===== src/common/carkit_pkg.sv =====
package carkit_pkg;

	// ***************************************************
	// register addresses
	// ***************************************************
	localparam logic [5:0] CTRL_WR   = 6'h19;
	localparam logic [5:0] CTRL_SET  = 6'h1a;
	localparam logic [5:0] CTRL_CLR  = 6'h1b;
	localparam logic [5:0] IEN_WR    = 6'h1d;
	localparam logic [5:0] IEN_SET   = 6'h1e;
	localparam logic [5:0] IEN_CLR   = 6'h1f;
	localparam logic [5:0] STATE_ADR = 6'h20;
	localparam logic [5:0] STICKY_ADR = 6'h21;

	// ***************************************************
	// fields
	// ***************************************************
	localparam logic [7:0] CTRL_RESET = 8'h00;
	localparam logic [7:0] CTRL_MASK  = 8'h0e;
	localparam logic [7:0] IEN_RESET  = 8'h00;
	localparam logic [7:0] IEN_MASK   = 8'h23;
	localparam logic [7:0] STICKY_RESET = 8'h00;
	localparam logic [7:0] ZERO_BYTE  = 8'h00;
	localparam int GND_BIT    = 1;
	localparam int TXD_BIT    = 2;
	localparam int RXD_BIT    = 3;
	localparam int RISE_BIT   = 0;
	localparam int FALL_BIT   = 1;
	localparam int RDONE_BIT  = 5;
	localparam int ST_FLOAT   = 0;
	localparam int ST_CODE_LO = 3;
	localparam int ST_DONE    = 6;
	localparam int LT_FLOAT   = 0;
	localparam int LT_RDONE   = 3;
	localparam logic [2:0] CODE_RESET = 3'h0;

	// ***************************************************
	// timing
	// ***************************************************
	localparam int CLK_MHZ      = 125;
	localparam int CONV_TIME_US = 282;
	localparam int CONV_CYCLES  = CONV_TIME_US * CLK_MHZ;
	localparam int CNT_W        = 16;

	typedef enum logic [1:0] {
		OP_WRITE = 2'b00,
		OP_SET   = 2'b01,
		OP_CLEAR = 2'b10,
		OP_NONE  = 2'b11
	} wr_op_e;

endpackage


===== src/common/conv_if.sv =====
`timescale 1ns/1ps
interface conv_if;
	logic start;
	logic busy;
	logic done;
	modport ctl (output start, input busy, input done);
	modport tmr (input start, output busy, output done);
endinterface


===== src/core/conv_timer.sv =====
`timescale 1ns/1ps
module conv_timer #(
	parameter int CYCLES = carkit_pkg::CONV_CYCLES
) (
	input  wire logic clk_i,
	input  wire logic nrst_i,
	conv_if.tmr       cv
);

	typedef enum logic [0:0] {
		T_IDLE = 1'b0,
		T_RUN  = 1'b1
	} tstate_e;

	localparam logic [carkit_pkg::CNT_W-1:0] LAST =
		carkit_pkg::CNT_W'(CYCLES - 1);
	localparam logic [carkit_pkg::CNT_W-1:0] CNT_ZERO = 16'h0000;

	tstate_e                        st_q;
	logic [carkit_pkg::CNT_W-1:0]   cnt_q;
	logic                           done_q;

	// ***************************************************
	// conversion timing
	// ***************************************************
	always_ff @(posedge clk_i or negedge nrst_i) begin
		if (!nrst_i) begin
			st_q   <= T_IDLE;
			cnt_q  <= CNT_ZERO;
			done_q <= 1'b0;
		end else begin
			done_q <= 1'b0;
			case (st_q)
				T_IDLE: begin
					cnt_q <= CNT_ZERO;
					if (cv.start) begin
						st_q <= T_RUN;
					end
				end
				T_RUN: begin
					if (cnt_q == LAST) begin
						st_q   <= T_IDLE;
						done_q <= 1'b1;
					end else begin
						cnt_q <= cnt_q + 16'h0001;
					end
				end
				default: st_q <= T_IDLE;
			endcase
		end
	end

	assign cv.busy = (st_q == T_RUN);
	assign cv.done = done_q;

endmodule


===== src/core/carkit_uart_id_regs.sv =====
`timescale 1ns/1ps
module carkit_uart_id_regs #(
	parameter int CONV_CYCLES = carkit_pkg::CONV_CYCLES
) (
	input  wire logic       clk_i,
	input  wire logic       nrst_i,
	input  wire logic       reg_wr_i,
	input  wire logic       reg_rd_i,
	input  wire logic [5:0] reg_addr_i,
	input  wire logic [7:0] reg_wdata_i,
	output logic      [7:0] reg_rdata_o,
	input  wire logic       accessory_uart_mode_i,
	input  wire logic       id_pin_pullup_i,
	input  wire logic       vendor_irq_en_i,
	input  wire logic       vendor_result_read_i,
	input  wire logic       conv_go_set_i,
	input  wire logic       conv_go_clr_i,
	input  wire logic       id_float_pin_i,
	input  wire logic [2:0] id_code_pin_i,
	input  wire logic       dp_pin_i,
	input  wire logic       data0_pin_i,
	input  wire logic       rxcmd_sent_i,
	output logic            id_pin_ground_drive_o,
	output logic            dm_pin_o,
	output logic            dm_pin_oe_o,
	output logic            data1_pin_o,
	output logic            data1_pin_oe_o,
	output logic            alt_int_o,
	output logic            resistor_conv_go_o,
	output logic            resistor_conv_done_o,
	output logic      [2:0] id_resistor_code_o
);

	// ***************************************************
	// pin synchronisers
	// ***************************************************
	localparam int SW = 6;
	localparam logic [SW-1:0] SYNC_ZERO = 6'h00;

	logic [SW-1:0] meta_q;
	logic [SW-1:0] sync_q;
	logic          id_float_raw;
	logic          dp_s;
	logic          txd_s;
	logic [2:0]    code_s;

	// first stage feeds only the second stage
	always_ff @(posedge clk_i or negedge nrst_i) begin
		if (!nrst_i) begin
			meta_q <= SYNC_ZERO;
			sync_q <= SYNC_ZERO;
		end else begin
			meta_q <= {id_code_pin_i, data0_pin_i, dp_pin_i,
				id_float_pin_i};
			sync_q <= meta_q;
		end
	end

	assign id_float_raw = sync_q[0];
	assign dp_s         = sync_q[1];
	assign txd_s        = sync_q[2];
	assign code_s       = sync_q[5:3];

	// ***************************************************
	// write decode
	// ***************************************************
	carkit_pkg::wr_op_e ctrl_op;
	carkit_pkg::wr_op_e ien_op;

	function automatic logic [7:0] apply(
		input logic [7:0]         cur,
		input carkit_pkg::wr_op_e op,
		input logic [7:0]         wd,
		input logic [7:0]         msk
	);
		logic [7:0] r;
		r = cur;
		case (op)
			carkit_pkg::OP_WRITE: r = wd;
			carkit_pkg::OP_SET:   r = cur | wd;
			carkit_pkg::OP_CLEAR: r = cur & ~wd;
			default:              r = cur;
		endcase
		return r & msk;
	endfunction

	always_comb begin
		ctrl_op = carkit_pkg::OP_NONE;
		ien_op  = carkit_pkg::OP_NONE;
		if (reg_wr_i) begin
			case (reg_addr_i)
				carkit_pkg::CTRL_WR:  ctrl_op = carkit_pkg::OP_WRITE;
				carkit_pkg::CTRL_SET: ctrl_op = carkit_pkg::OP_SET;
				carkit_pkg::CTRL_CLR: ctrl_op = carkit_pkg::OP_CLEAR;
				carkit_pkg::IEN_WR:   ien_op = carkit_pkg::OP_WRITE;
				carkit_pkg::IEN_SET:  ien_op = carkit_pkg::OP_SET;
				carkit_pkg::IEN_CLR:  ien_op = carkit_pkg::OP_CLEAR;
				default: begin
					ctrl_op = carkit_pkg::OP_NONE;
					ien_op  = carkit_pkg::OP_NONE;
				end
			endcase
		end
	end

	// ***************************************************
	// control and enable registers
	// ***************************************************
	logic [7:0] ctrl_q;
	logic [7:0] ien_q;

	// masks keep the unimplemented bits at zero
	always_ff @(posedge clk_i or negedge nrst_i) begin
		if (!nrst_i) begin
			ctrl_q <= carkit_pkg::CTRL_RESET;
		end else begin
			ctrl_q <= apply(ctrl_q, ctrl_op, reg_wdata_i,
				carkit_pkg::CTRL_MASK);
		end
	end

	always_ff @(posedge clk_i or negedge nrst_i) begin
		if (!nrst_i) begin
			ien_q <= carkit_pkg::IEN_RESET;
		end else begin
			ien_q <= apply(ien_q, ien_op, reg_wdata_i,
				carkit_pkg::IEN_MASK);
		end
	end

	// ***************************************************
	// uart routing and id drive
	// ***************************************************
	logic uart_tx_route_en;
	logic uart_rx_route_en;

	assign uart_tx_route_en = ctrl_q[carkit_pkg::TXD_BIT];
	assign uart_rx_route_en = ctrl_q[carkit_pkg::RXD_BIT];

	// the link sets the route bits before accessory mode, so
	// enables are stable by the time mode gates the drivers
	always_ff @(posedge clk_i or negedge nrst_i) begin
		if (!nrst_i) begin
			id_pin_ground_drive_o <= 1'b0;
		end else begin
			id_pin_ground_drive_o <= ctrl_q[carkit_pkg::GND_BIT];
		end
	end

	always_ff @(posedge clk_i or negedge nrst_i) begin
		if (!nrst_i) begin
			dm_pin_o    <= 1'b0;
			dm_pin_oe_o <= 1'b0;
		end else begin
			dm_pin_o    <= txd_s;
			dm_pin_oe_o <= accessory_uart_mode_i
				& uart_tx_route_en;
		end
	end

	// data line 1 idles high so the link never sees a false start bit
	always_ff @(posedge clk_i or negedge nrst_i) begin
		if (!nrst_i) begin
			data1_pin_o    <= 1'b1;
			data1_pin_oe_o <= 1'b0;
		end else begin
			data1_pin_o <= uart_rx_route_en ? dp_s : 1'b1;
			data1_pin_oe_o <= accessory_uart_mode_i;
		end
	end

	// ***************************************************
	// id float detection
	// ***************************************************
	logic id_floating;
	logic id_float_prev_q;
	logic float_on_ev;
	logic float_off_ev;

	// without the pullup the pin level means nothing
	assign id_floating = id_float_raw & id_pin_pullup_i;

	always_ff @(posedge clk_i or negedge nrst_i) begin
		if (!nrst_i) begin
			id_float_prev_q <= 1'b0;
		end else begin
			id_float_prev_q <= id_floating;
		end
	end

	assign float_on_ev  = id_floating & ~id_float_prev_q
		& ien_q[carkit_pkg::RISE_BIT];
	assign float_off_ev = ~id_floating & id_float_prev_q
		& ien_q[carkit_pkg::FALL_BIT];

	// ***************************************************
	// resistor conversion
	// ***************************************************
	conv_if cv ();

	logic       go_q;
	logic       done_q;
	logic       done_prev_q;
	logic [2:0] code_q;
	logic       done_irq_en;
	logic       done_rise;

	conv_timer #(
		.CYCLES (CONV_CYCLES)
	) u_timer (
		.clk_i  (clk_i),
		.nrst_i (nrst_i),
		.cv     (cv)
	);

	// start only from idle; a set during a run is absorbed
	assign cv.start = go_q & ~cv.busy & ~cv.done;

	always_ff @(posedge clk_i or negedge nrst_i) begin
		if (!nrst_i) begin
			go_q <= 1'b0;
		end else if (cv.done) begin
			go_q <= 1'b0;
		end else if (conv_go_set_i) begin
			go_q <= 1'b1;
		end else if (conv_go_clr_i) begin
			go_q <= 1'b0;
		end
	end

	// set wins over the vendor read clear
	always_ff @(posedge clk_i or negedge nrst_i) begin
		if (!nrst_i) begin
			done_q <= 1'b0;
		end else if (cv.done) begin
			done_q <= 1'b1;
		end else if (vendor_result_read_i) begin
			done_q <= 1'b0;
		end
	end

	always_ff @(posedge clk_i or negedge nrst_i) begin
		if (!nrst_i) begin
			code_q <= carkit_pkg::CODE_RESET;
		end else if (cv.done) begin
			code_q <= code_s;
		end
	end

	always_ff @(posedge clk_i or negedge nrst_i) begin
		if (!nrst_i) begin
			done_prev_q <= 1'b0;
		end else begin
			done_prev_q <= done_q;
		end
	end

	assign done_irq_en = ien_q[carkit_pkg::RDONE_BIT]
		| vendor_irq_en_i;
	assign done_rise = done_q & ~done_prev_q & done_irq_en;

	assign resistor_conv_go_o   = go_q;
	assign resistor_conv_done_o = done_q;
	assign id_resistor_code_o   = code_q;

	// ***************************************************
	// status and latch
	// ***************************************************
	logic [7:0] state_v;
	logic [7:0] sticky_q;
	logic [7:0] sticky_set;
	logic       sticky_rd;

	always_comb begin
		state_v = carkit_pkg::ZERO_BYTE;
		state_v[carkit_pkg::ST_FLOAT] = id_floating;
		state_v[carkit_pkg::ST_CODE_LO +: 3] = code_q;
		state_v[carkit_pkg::ST_DONE] = done_q;
	end

	always_comb begin
		sticky_set = carkit_pkg::ZERO_BYTE;
		sticky_set[carkit_pkg::LT_FLOAT] =
			float_on_ev | float_off_ev;
		sticky_set[carkit_pkg::LT_RDONE] = done_rise;
	end

	assign sticky_rd = reg_rd_i
		& (reg_addr_i == carkit_pkg::STICKY_ADR);

	// an event in the read cycle survives the clear
	always_ff @(posedge clk_i or negedge nrst_i) begin
		if (!nrst_i) begin
			sticky_q <= carkit_pkg::STICKY_RESET;
		end else if (sticky_rd) begin
			sticky_q <= sticky_set;
		end else begin
			sticky_q <= sticky_q | sticky_set;
		end
	end

	// ***************************************************
	// alternate interrupt toward rxcmd
	// ***************************************************
	logic new_sticky;

	assign new_sticky = |(sticky_set & ~sticky_q);

	always_ff @(posedge clk_i or negedge nrst_i) begin
		if (!nrst_i) begin
			alt_int_o <= 1'b0;
		end else if (new_sticky) begin
			alt_int_o <= 1'b1;
		end else if (rxcmd_sent_i) begin
			alt_int_o <= 1'b0;
		end
	end

	// ***************************************************
	// read data
	// ***************************************************
	logic [7:0] rdata_d;

	always_comb begin
		case (reg_addr_i)
			carkit_pkg::CTRL_WR,
			carkit_pkg::CTRL_SET,
			carkit_pkg::CTRL_CLR:   rdata_d = ctrl_q;
			carkit_pkg::IEN_WR,
			carkit_pkg::IEN_SET,
			carkit_pkg::IEN_CLR:    rdata_d = ien_q;
			carkit_pkg::STATE_ADR:  rdata_d = state_v;
			carkit_pkg::STICKY_ADR: rdata_d = sticky_q;
			default:                rdata_d = carkit_pkg::ZERO_BYTE;
		endcase
	end

	always_ff @(posedge clk_i or negedge nrst_i) begin
		if (!nrst_i) begin
			reg_rdata_o <= carkit_pkg::ZERO_BYTE;
		end else if (reg_rd_i) begin
			reg_rdata_o <= rdata_d;
		end
	end

endmodule


===== config.mk =====
export PLATFORM = sky130hd
export DESIGN_NAME = carkit_uart_id_regs
export DESIGN_NICKNAME = d
export VERILOG_FILES = /design/src/common/carkit_pkg.sv /design/src/common/conv_if.sv /design/src/core/conv_timer.sv /design/src/core/carkit_uart_id_regs.sv
export SDC_FILE = /design/constraint.sdc
export NUM_CORES = 1
export LEC_CHECK = 0
export ABC_AREA = 1
export CAP_MARGIN = 20
export CORE_AREA = 5 5 102 104
export CTS_CLUSTER_DIAMETER = 40
export DETAILED_ROUTE_END_ITERATION = 10
export DIE_AREA = 0 0 107 109
export DONT_BUFFER_PORTS = 1
export PLACE_DENSITY = 0.47
export SETUP_SLACK_MARGIN = 0.2
export SLEW_MARGIN = 20
export SYNTH_ARGS = -nofsm -noshare
export SYNTH_HDL_FRONTEND = slang
export SYNTH_HIERARCHICAL = 1
export SYNTH_SLANG_ARGS = --single-unit

===== constraint.sdc =====
create_clock -name clk_i -period 3.7 [get_ports clk_i]
set_input_delay 1.11 -clock clk_i [delete_from_list [all_inputs] [get_ports clk_i]]
set_output_delay 1.11 -clock clk_i [all_outputs]
set_load 0.01 [all_outputs]

==> qor.csv, run 1 <==
stage,metric,value,unit
clock_tree,worstSkewPairLatency,0.33,ns
finish,final_cell_mix,"97 x nand2_1, 58 x dfrtp_1, 39 x nor2_1, 36 x inv_1, 25 x nand3_1",
setup_path,cp.depth,0,
yosys,synth.net_count,360,
clock_tree,holdBufCountCts,0,
setup_path,worstPathRequired,2.59,ns
die,coreArea,9460,µm²
die,ioPinCount,50,
global_routing,grt-ovfl-total,0,
route,routed-via-count,2054,
route,final_antenna_net_count,0,
sta,worst-slew-pin-transition,0.524,ns
setup_path,cp_max_fo,1,
place,port_buffers,0,
finish,final_cells,454,
pwr,p_clk_share,39.2,%
setup_path,cp-end-kind,output port,
sta,rsz0062_at_grt,no,
yosys,synth.distinct_cells,29,
finish,diodes,0,
yosys,synth_ff_type,dfrtp_1,
place,dp_slack,1.83,ns
clock_tree,cts_root_buf,clkbuf_8,
global_routing,grt_pass1_vias,2061,
global_routing,grt_pass1_wl,10000,µm
die,die_h,109,µm
yosys,synth_cells,327,
yosys,synth-seq-cells,59,
die,fp.dieW,107,µm
die,initial_core_util,29.2,%
pwr,pwr-share-comb,10.3,%
setup_path,r2r-start,u_timer/cnt_q[0],
yosys,synth_edf_count,0,
yosys,synth.yosys.seq_area_share,53.5,%
pwr,peakVddDrop,197,µV
setup_path,cp-startpoint,data1_pin_o,
clock_tree,post_cts_buffers,0,
global_routing,track_usage,11.0,%
setup_path,start_kind,flip-flop,
yosys,syn_area_per_cell,8.44,µm²
pwr,power_density,503,nW/µm²
place,gp_congestion,0.877,
pwr,p_int,1140,µW
pwr,power.switching,415,µW
sta,finalClockSkew,0.0134,ns
sta,fmaxAchievable,505,MHz
sta,fin_ws,1.72,ns
setup_path,ff2ff_path_depth,8,
clock_tree,cts_htree_levels,3,
yosys,async_reset_ff_share,100,%
sta,fin_crit,1.98,ns
clock_tree,cts_tree,done,
sta,post-route-period-util,53.6,%
run,drv_cap,0,
clock_tree,cts_max_path_buffers,2,
place,dp.cells,438,
sta,maxSlewViolCount,0,
clock_tree,clkTransAtPathRegs,0.07,ns
finish,area_growth,11.9,%
setup_path,r2r_end,u_timer/cnt_q[14],
route,routed_wl,5910,µm
clock_tree,cts_resized,0,
route,drt_iter0_drc,102,
route,drtPass1Iterations,4,
clock_tree,cts_buffers,9,
setup_path,endpoint,data1_pin_o,
pwr,pwr-share-seq,50.5,%
sta,finalSetupViolations,0,
die,dieArea,11700,µm²
setup_path,critical_path_class,flip-flop to output port,
yosys,syn-cell-area,2760,µm²
clock_tree,clock-sinks,59,
finish,final_nets,368,
route,wire_per_inst,13.0,µm
sta,finalSetupTns,0,ns
finish,layout_commonest_cell,nand2_1,
pwr,switching_share,26.7,%
sta,timing.slew.headroom,65.1,%
place,hpwl,4400,µm
route,drc_errors,0,
sta,hold_viol,0,
outcome,outcome,completed,
finish,drive_above_1_share,13.2,%
hold_path,hold_path.class,flip-flop to flip-flop,
global_routing,antenna_found_initial,0,
route,vias_per_cell,4.52,
setup_path,ff2ff_setup_slack,2.27,ns
pwr,leakage,0.00150,µW
die,num_rows,36,
pwr,p_total,1550,µW
yosys,ys_warn_count,6,
global_routing,grt_max_degree,60,
setup_path,worstPathArrival,0.87,ns
[worst min-delay path by stage]
stage                         start        end  slack [ns]  cells after the start
final                     meta_q[2]  sync_q[2]        0.35                      0
after global routing      meta_q[2]  sync_q[2]        0.36                      0
after CTS                 meta_q[2]  sync_q[2]        0.35                      0
after detailed placement  meta_q[3]  sync_q[3]        0.33                      0
after global placement    meta_q[4]  sync_q[4]        0.33                      0
after floorplan           sync_q[2]   dm_pin_o        0.33                      0
[sequential cells by signal (all words and copies together), names as in the netlist, 2 cells and up]
name,cells
ctrl_q,3
id_resistor_code_o,3
ien_q,3
meta_q,6
reg_rdata_o,8
sticky_q,2
sync_q,6
u_timer/cnt_q,16
[layer usage]
| layer | routed length, µm | up-vias | track usage, % |
|---|---|---|---|
| met5 | 0 | - | 0 |
| met4 | 108 | 0 | 3.93 |
| met3 | 380 | 11 | 4.03 |
| met2 | 2820 | 48 | 18.1 |
| met1 | 2600 | 942 | 13.3 |
| li1 | - | 1053 | - |
[stage by stage]
step	util, %	cell area, µm²	hold WS [ns]
3_5_place_dp	30.5	2880	0.335
3_3_place_gp	30.5	2880	0.334
5_1_grt	32.7	3090	0.360
2_1_floorplan	-	2760	0.331
6_report	32.7	3090	0.349
4_1_cts	32.7	3090	0.350
[power by group through the flow]
stage               combinational, µW  sequential, µW  clock [µW]
floorplan                         145             773           0
global placement                  159             797           0
detailed placement                162             799           0
CTS                               162             787         633
global route                      189             798         663
finish                            159             785         610
[cells in the mapped netlist (2+ instances only)]
cell	number	area, µm²
nor2_1	39	146
nand3_1	25	125
nor2_4	4	45.0
dfrtp_1	58	1450
buf_2	2	10.0
o21ai_2	2	17.5
a21oi_1	6	30.0
nor3_1	5	25.0
nor2_2	6	37.5
ha_1	2	25.0
o21ai_0	5	25.0
o21bai_1	2	15.0
o21ai_1	2	10.0
nand2_2	7	43.8
xor2_1	2	17.5
nand2_1	97	364
inv_1	36	135
nand4_1	7	43.8
o2111ai_1	6	52.6
inv_2	5	18.8
[area by class of cell]
cell class                      count  area, µm²
Multi-Input combinational cell    223       1100
Inverter                           42        160
Sequential cell                    59       1480
Clock inverter                      2       35.0
Tap cell                          114        143
Fill cell                        1009       6370
Clock buffer                       14        173
[kinds of logic (layout without fill, tap and decap cells)]
| kind of cell | Yosys count | after routing | share of synthesized area, % |
|---|---|---|---|
| and+or+nand+nor | 192 | 192 | 31.2 |
| DFF | 59 | 59 | 53.5 |
| buffers and inverters | 45 | 58 | 6.57 |
| AOI/OAI and AO/OA | 27 | 27 | 7.16 |
| adders and majority gates | 2 | 2 | 0.906 |
| xor gates and xnor gates | 2 | 2 | 0.634 |
(Power assumes the default switching activity.)
==> run 2, diff against run 1 <==
==> constraint.sdc (replaced) <==
create_clock -name clk_i -period 2 [get_ports clk_i]
set_input_delay 0.6 -clock clk_i [delete_from_list [all_inputs] [get_ports clk_i]]
set_output_delay 0.6 -clock clk_i [all_outputs]
set_load 0.01 [all_outputs]
==> run 2 against run 1 <==
  * The run now ends with negative hold slack left
  * Power rose by 72%
  * Count of clock-buffer cells in the layout fell by 1
  * Core utilization fell by 0.38 points
  * Critical endpoint unchanged
  * Combinational power rose by 93%
  * First-iteration DRC count rose by 14%
  * Flip-flop and latch count did not move
  * Die area did not move
  * Worst hold slack got worse by 0.38 ns
  * Non-clock buffer count rose by 1
  * Clock skew fell by 0.0019 ns
  * Via count barely moved
==> qor.csv, run 2 (synthesis gave the netlist of run 1 again) <==
stage,metric,value,unit,change
sta,fin_crit,1.47,ns,
finish,diodes,0,,unchanged
route,wire_per_inst,13.0,µm,-0.54%
sta,timing.slew.headroom,78.9,%,+14 points
sta,maxSlewViolCount,0,,unchanged
route,routed-via-count,2052,,-0.097%
route,drt_iter0_drc,116,,+14%
die,die_h,109,µm,unchanged
die,dieArea,11700,µm²,unchanged
route,routed_wl,5890,µm,-0.32%
clock_tree,cts_htree_levels,3,,unchanged
finish,largestRegisters,"u_timer/cnt_q x16, reg_rdata_o x8",,
clock_tree,cts_root_buf,clkbuf_8,,
route,final_antenna_net_count,0,,unchanged
die,num_rows,36,,unchanged
global_routing,grt_pass1_vias,2025,,-1.7%
setup_path,start_kind,flip-flop,,
pwr,leakage,0.00149,µW,-1.0%
route,drtPass1Iterations,4,,unchanged
clock_tree,clock-sinks,59,,unchanged
clock_tree,cts_max_path_buffers,2,,unchanged
pwr,p_total,2680,µW,+72%
sta,hold_viol,58,,+58
die,fp.dieW,107,µm,unchanged
clock_tree,clkTransAtPathRegs,0.07,ns,about the same
sta,finalSetupViolations,0,,unchanged
sta,post-route-period-util,73.4,%,
finish,largest_register_ffs,16,,unchanged
finish,final_nets,369,,+0.27%
global_routing,grt_max_degree,60,,unchanged
finish,area_growth,10.6,%,
die,initial_core_util,29.2,%,unchanged
hold_path,hold_path.class,input pin to asynchronous set/reset pin,,
setup_path,worstPathArrival,0.87,ns,about the same
run,drv_cap,0,,unchanged
clock_tree,cts_buffers,9,,unchanged
clock_tree,cts_resized,0,,unchanged
setup_path,critical_path_class,flip-flop to output port,,
sta,hold_ws,-0.0359,ns,-0.385 ns
global_routing,grt_pass1_wl,9960,µm,-0.62%
place,port_buffers,0,,unchanged
pwr,peakVddDrop,307,µV,+56%
outcome,violations,negative hold slack,,
global_routing,antenna_found_initial,0,,unchanged
clock_tree,worstSkewPairLatency,0.33,ns,about the same
sta,finalClockSkew,0.0115,ns,-0.00193 ns
place,hpwl,4380,µm,-0.63%
sta,finalSetupTns,0,ns,unchanged
setup_path,worstPathRequired,1.40,ns,-1.19 ns
clock_tree,cts_tree,done,,
global_routing,track_usage,11.1,%,+0.081 points
place,gp_congestion,0.876,,about the same
global_routing,grt-ovfl-total,0,,unchanged
die,coreArea,9460,µm²,unchanged
finish,top_register,u_timer/cnt_q,,
finish,fin_util,32.3,%,-0.38 points
outcome,outcome,"finished, violations left",,
route,drc_errors,0,,unchanged
setup_path,cp-end-kind,output port,,
finish,final_cell_mix,"97 x nand2_1, 58 x dfrtp_1, 39 x nor2_1, 36 x inv_1, 25 x nand3_1",,
die,ioPinCount,50,,unchanged
finish,layout_commonest_cell,nand2_1,,
setup_path,cp_max_fo,1,,unchanged
pwr,power_density,878,nW/µm²,+74%
sta,fmaxAchievable,681,MHz,
route,vias_per_cell,4.51,,-0.32%
finish,drive_above_1_share,13.2,%,-0.039 points
sta,worst-slew-pin-transition,0.316,ns,-0.208 ns
sta,rsz0062_at_grt,no,,
run 2: cell count changes in the layout (fill, tap and decap cells not counted), sizes merged:
cell	delta
buf	+1
bufinv	-1
clkbuf	-1
clkinv	+2
run 2: per-stage QoR:
step | hold slack (ns) | instances | worst slack (ns) | area (µm²)
CTS | -0.0611 | 455 | 0.504 | 3050
detailed placement | 0.306 | 439 | 0.582 | 2890
finish | -0.0359 | 455 | 0.532 | 3050
floorplan | 0.304 | 327 | 0.708 | 2760
global route | -0.0715 | 455 | 0.405 | 3050
global placement | 0.306 | 439 | 0.583 | 2890
run 2: report_power, final:
group / internal, µW / leakage, µW / total (µW) / switching [µW]
Sequential: 1310 / 0.000754 / 1450 / 132
Combinational: 120 / 0.000647 / 307 / 187
Clock: 479 / 0.0000872 / 927 / 449
Total: 1910 / 0.00149 / 2680 / 768
run 2: cell type report:
class                   count  area [µm²]
inverters                  42         160
repair buffers              1        7.51
flip-flops and latches     59        1480
fillers                  1001        6400
well taps                 114         143
multi-input cells         223        1100
clock inverters             3        15.0
clock buffers              13         149
run 2: repair_timing:
item	in CTS	in global routing
hold endpoints to repair	58	58
endpoints found under the setup margin	0	0
buffers inserted	0	0
run 2: path summary, 6_finish.rpt:
check	start	endpoint	slack [ns]	cells after the start
worst max-delay path	data1_pin_o	data1_pin_o	0.53	0
worst min-delay path	nrst_i	ien_q[0]	-0.04	0
worst max register to register	u_timer/cnt_q[0]	u_timer/cnt_q[14]	0.58	8
worst min register to register	meta_q[5]	sync_q[5]	0.35	0
max in group asynchronous	nrst_i	data1_pin_o	1.87	0
min in group clk_i	data0_pin_i	meta_q[2]	0.30	0
run 2: metal layers:
layer / vias up / GRT usage (%) / share of wire [%]
li1: 1053 / - / -
met1: 929 / 13.8 / 44
met2: 62 / 17.5 / 47
met3: 8 / 4.91 / 7.6
met4: 0 / 3.38 / 1.3
met5: - / 0 / 0
==> run 3, diff against run 2 <==
--- a/config.mk
+++ b/config.mk
@@ -12,7 +12,7 @@
 export DETAILED_ROUTE_END_ITERATION = 10
 export DIE_AREA = 0 0 107 109
 export DONT_BUFFER_PORTS = 1
-export PLACE_DENSITY = 0.47
+export PLACE_DENSITY = 0.49
 export SETUP_SLACK_MARGIN = 0.2
 export SLEW_MARGIN = 20
 export SYNTH_ARGS = -nofsm -noshare
==> constraint.sdc (replaced) <==
create_clock -name clk_i -period 1.3 [get_ports clk_i]
set_input_delay 0.39 -clock clk_i [delete_from_list [all_inputs] [get_ports clk_i]]
set_output_delay 0.39 -clock clk_i [all_outputs]
set_load 0.01 [all_outputs]
==> run 3 against run 2 <==
  * Worst hold slack got worse by 0.22 ns
  * Critical path type is now flip-flop to flip-flop
  * Largest cell class unchanged
  * Flip-flop and latch count unchanged
  * Wire length grew 3.3%
  * Clock power grew 62%
  * Die area did not move
  * Clock skew shrank 0.0061 ns
  * Non-clock buffer count increased by 11
  * The flow still finishes with violations (negative hold slack)
==> qor.csv, run 3 (synthesis gave the netlist of run 1 again) <==
stage,metric,value,unit,change
sta,hold_viol,59,,+1.7%
sta,finalSetupViolations,0,,unchanged
finish,fin_util,34.8,%,+2.5 points
place,dp_slack,0.0351,ns,-0.546 ns
die,initial_core_util,29.2,%,unchanged
route,drtPass1Iterations,4,,unchanged
finish,final_cell_mix,"95 x nand2_1, 52 x dfrtp_1, 32 x inv_1, 28 x nor2_1, 22 x nand3_1",,
clock_tree,cts_max_path_buffers,2,,unchanged
die,die_h,109,µm,unchanged
finish,largestRegisters,"u_timer/cnt_q x16, reg_rdata_o x8",,
finish,final_nets,380,,+3.0%
global_routing,grt_max_degree,60,,unchanged
die,dieArea,11700,µm²,unchanged
pwr,leakage,0.00154,µW,+3.7%
setup_path,crit_chain,buf_4 > buf_6 > buf_6 > nand2_8 > nor2_4 > nand2_2 > xor2_1 > nor2_1,,
route,drt_iter0_drc,81,,-30%
finish,largest_register_ffs,16,,unchanged
route,wire_per_inst,13.1,µm,+0.82%
die,num_rows,36,,unchanged
setup_path,max_stage_delay,0.40,ns,
global_routing,grt-ovfl-total,0,,unchanged
setup_path,worstPathArrival,1.50,ns,+0.63 ns
sta,hold_ws,-0.252,ns,-0.216 ns
sta,finalSetupTns,0,ns,unchanged
setup_path,critical_path_class,flip-flop to flip-flop,,
sta,fin_crit,1.28,ns,
finish,top_register,u_timer/cnt_q,,
finish,area_growth,19.1,%,
setup_path,ff2ff_setup_slack,0.02,ns,-0.56 ns
setup_path,worstPathRequired,1.51,ns,+0.11 ns
clock_tree,cts_root_buf,clkbuf_8,,
die,fp.dieW,107,µm,unchanged
setup_path,ff2ff_path_depth,8,,unchanged
global_routing,track_usage,11.5,%,+0.40 points
sta,fmaxAchievable,780,MHz,
sta,worst-slew-pin-transition,0.303,ns,-0.0133 ns
hold_path,hold_path.class,input pin to asynchronous set/reset pin,,
setup_path,start_kind,flip-flop,,
sta,rsz0062_at_grt,yes,,
clock_tree,clock-sinks,59,,unchanged
place,gp_congestion,0.795,,-9.3%
route,routed-via-count,2132,,+3.9%
global_routing,grt_pass1_vias,2178,,+7.6%
outcome,violations,negative hold slack,,
die,ioPinCount,50,,unchanged
clock_tree,cts_htree_levels,3,,unchanged
setup_path,r2r_end,u_timer/cnt_q[7],,
outcome,outcome,"finished, violations left",,
clock_tree,worstSkewPairLatency,0.33,ns,about the same
sta,timing.slew.headroom,79.6,%,+0.79 points
die,coreArea,9460,µm²,unchanged
pwr,peakVddDrop,589,µV,+92%
run,drv_cap,0,,unchanged
place,hpwl,4410,µm,+0.80%
setup_path,cp-end-kind,flip-flop,,
place,port_buffers,0,,unchanged
clock_tree,cts_buffers,9,,unchanged
finish,drive_above_1_share,25.3,%,+12 points
finish,diodes,0,,unchanged
setup_path,slowest_stage,dfrtp_1,,
setup_path,crit_top_cell,buf_6,,
route,drc_errors,0,,unchanged
clock_tree,clkTransAtPathRegs,0.07,ns,about the same
sta,post-route-period-util,98.6,%,
setup_path,cp_max_fo,3,,+2
sta,maxSlewViolCount,0,,unchanged
route,vias_per_cell,4.58,,+1.4%
global_routing,grt_pass1_wl,10400,µm,+4.7%
sta,finalClockSkew,0.00543,ns,-0.00606 ns
route,final_antenna_net_count,0,,unchanged
pwr,p_total,4570,µW,+70%
sta,fin_ws,0.0176,ns,-0.514 ns
setup_path,r2r-start,u_timer/cnt_q[1],,
finish,final.fill_count,1003,,+0.20%
clock_tree,cts_tree,done,,
pwr,power_density,1390,nW/µm²,+58%
route,routed_wl,6090,µm,+3.3%
global_routing,antenna_found_initial,0,,unchanged
finish,layout_commonest_cell,nand2_1,,
## run 3: cell count changes in the layout (fill, tap and decap cells not counted), moves of 3 or more
cell     previous run  this run
nor2_1             39        28
buf_4               1         9
dfrtp_2             0         6
inv_1              36        32
nor2_2              6        13
buf_6               0         3
dfrtp_1            58        52
inv_2               5         9
nand3_1            25        22
nor2_4              4         8
## run 3: how the worst max path moves through the flow
stage                          start                end  slack (ns)  cells past startpoint
CTS                      data1_pin_o        data1_pin_o       0.007                      0
floorplan           u_timer/cnt_q[0]  u_timer/cnt_q[14]         0.1                      8
global route        u_timer/cnt_q[0]  u_timer/cnt_q[14]       -0.06                      8
finish              u_timer/cnt_q[1]   u_timer/cnt_q[7]        0.02                      8
global placement    u_timer/cnt_q[0]  u_timer/cnt_q[14]        0.04                      8
detailed placement  u_timer/cnt_q[0]  u_timer/cnt_q[14]        0.04                      8
## run 3: timing repair
item	CTS	global route
pin swaps	2	5
gates resized for setup	26	14
hold endpoints to repair	59	59
setup buffers	5	1
setup endpoints to repair	36	39
## run 3: critical path, delay by kind of cell (launching register included)
family,cells,cell delay [ns]
buffers and inverters,3,0.36
and+or+nand+nor,4,0.25
xor gates and xnor gates,1,0.14
DFF,1,0.40
## run 3: final cells by class
cell class	instances	area [µm²]	area share, %
Inverter	42	160	4.87
Clock buffer	12	155	4.72
Tap cell	114	143	4.34
Multi-Input combinational cell	223	1220	37.1
Timing Repair Buffer	12	101	3.08
Sequential cell	59	1490	45.2
Clock inverter	4	25.0	0.761
## run 3: layer usage
metal	routed length (µm)	share of wire (%)	track usage, %
met1	2690	44	13.7
met2	2910	48	19.0
met3	362	5.9	3.55
met4	116	1.9	5.48
met5	0	0	0
## run 3: stage by stage
stage	std cells	instance area, µm²
floorplan	327	2770
global placement	444	2940
detailed placement	444	2940
CTS	465	3230
global route	466	3290
finish	466	3290
## run 3: report_power, final
group	internal [µW]	leakage [µW]	switching, µW	total, µW
registers	2030	0.000745	188	2210
clock network	789	0.0000884	716	1500
logic	394	0.000710	458	852
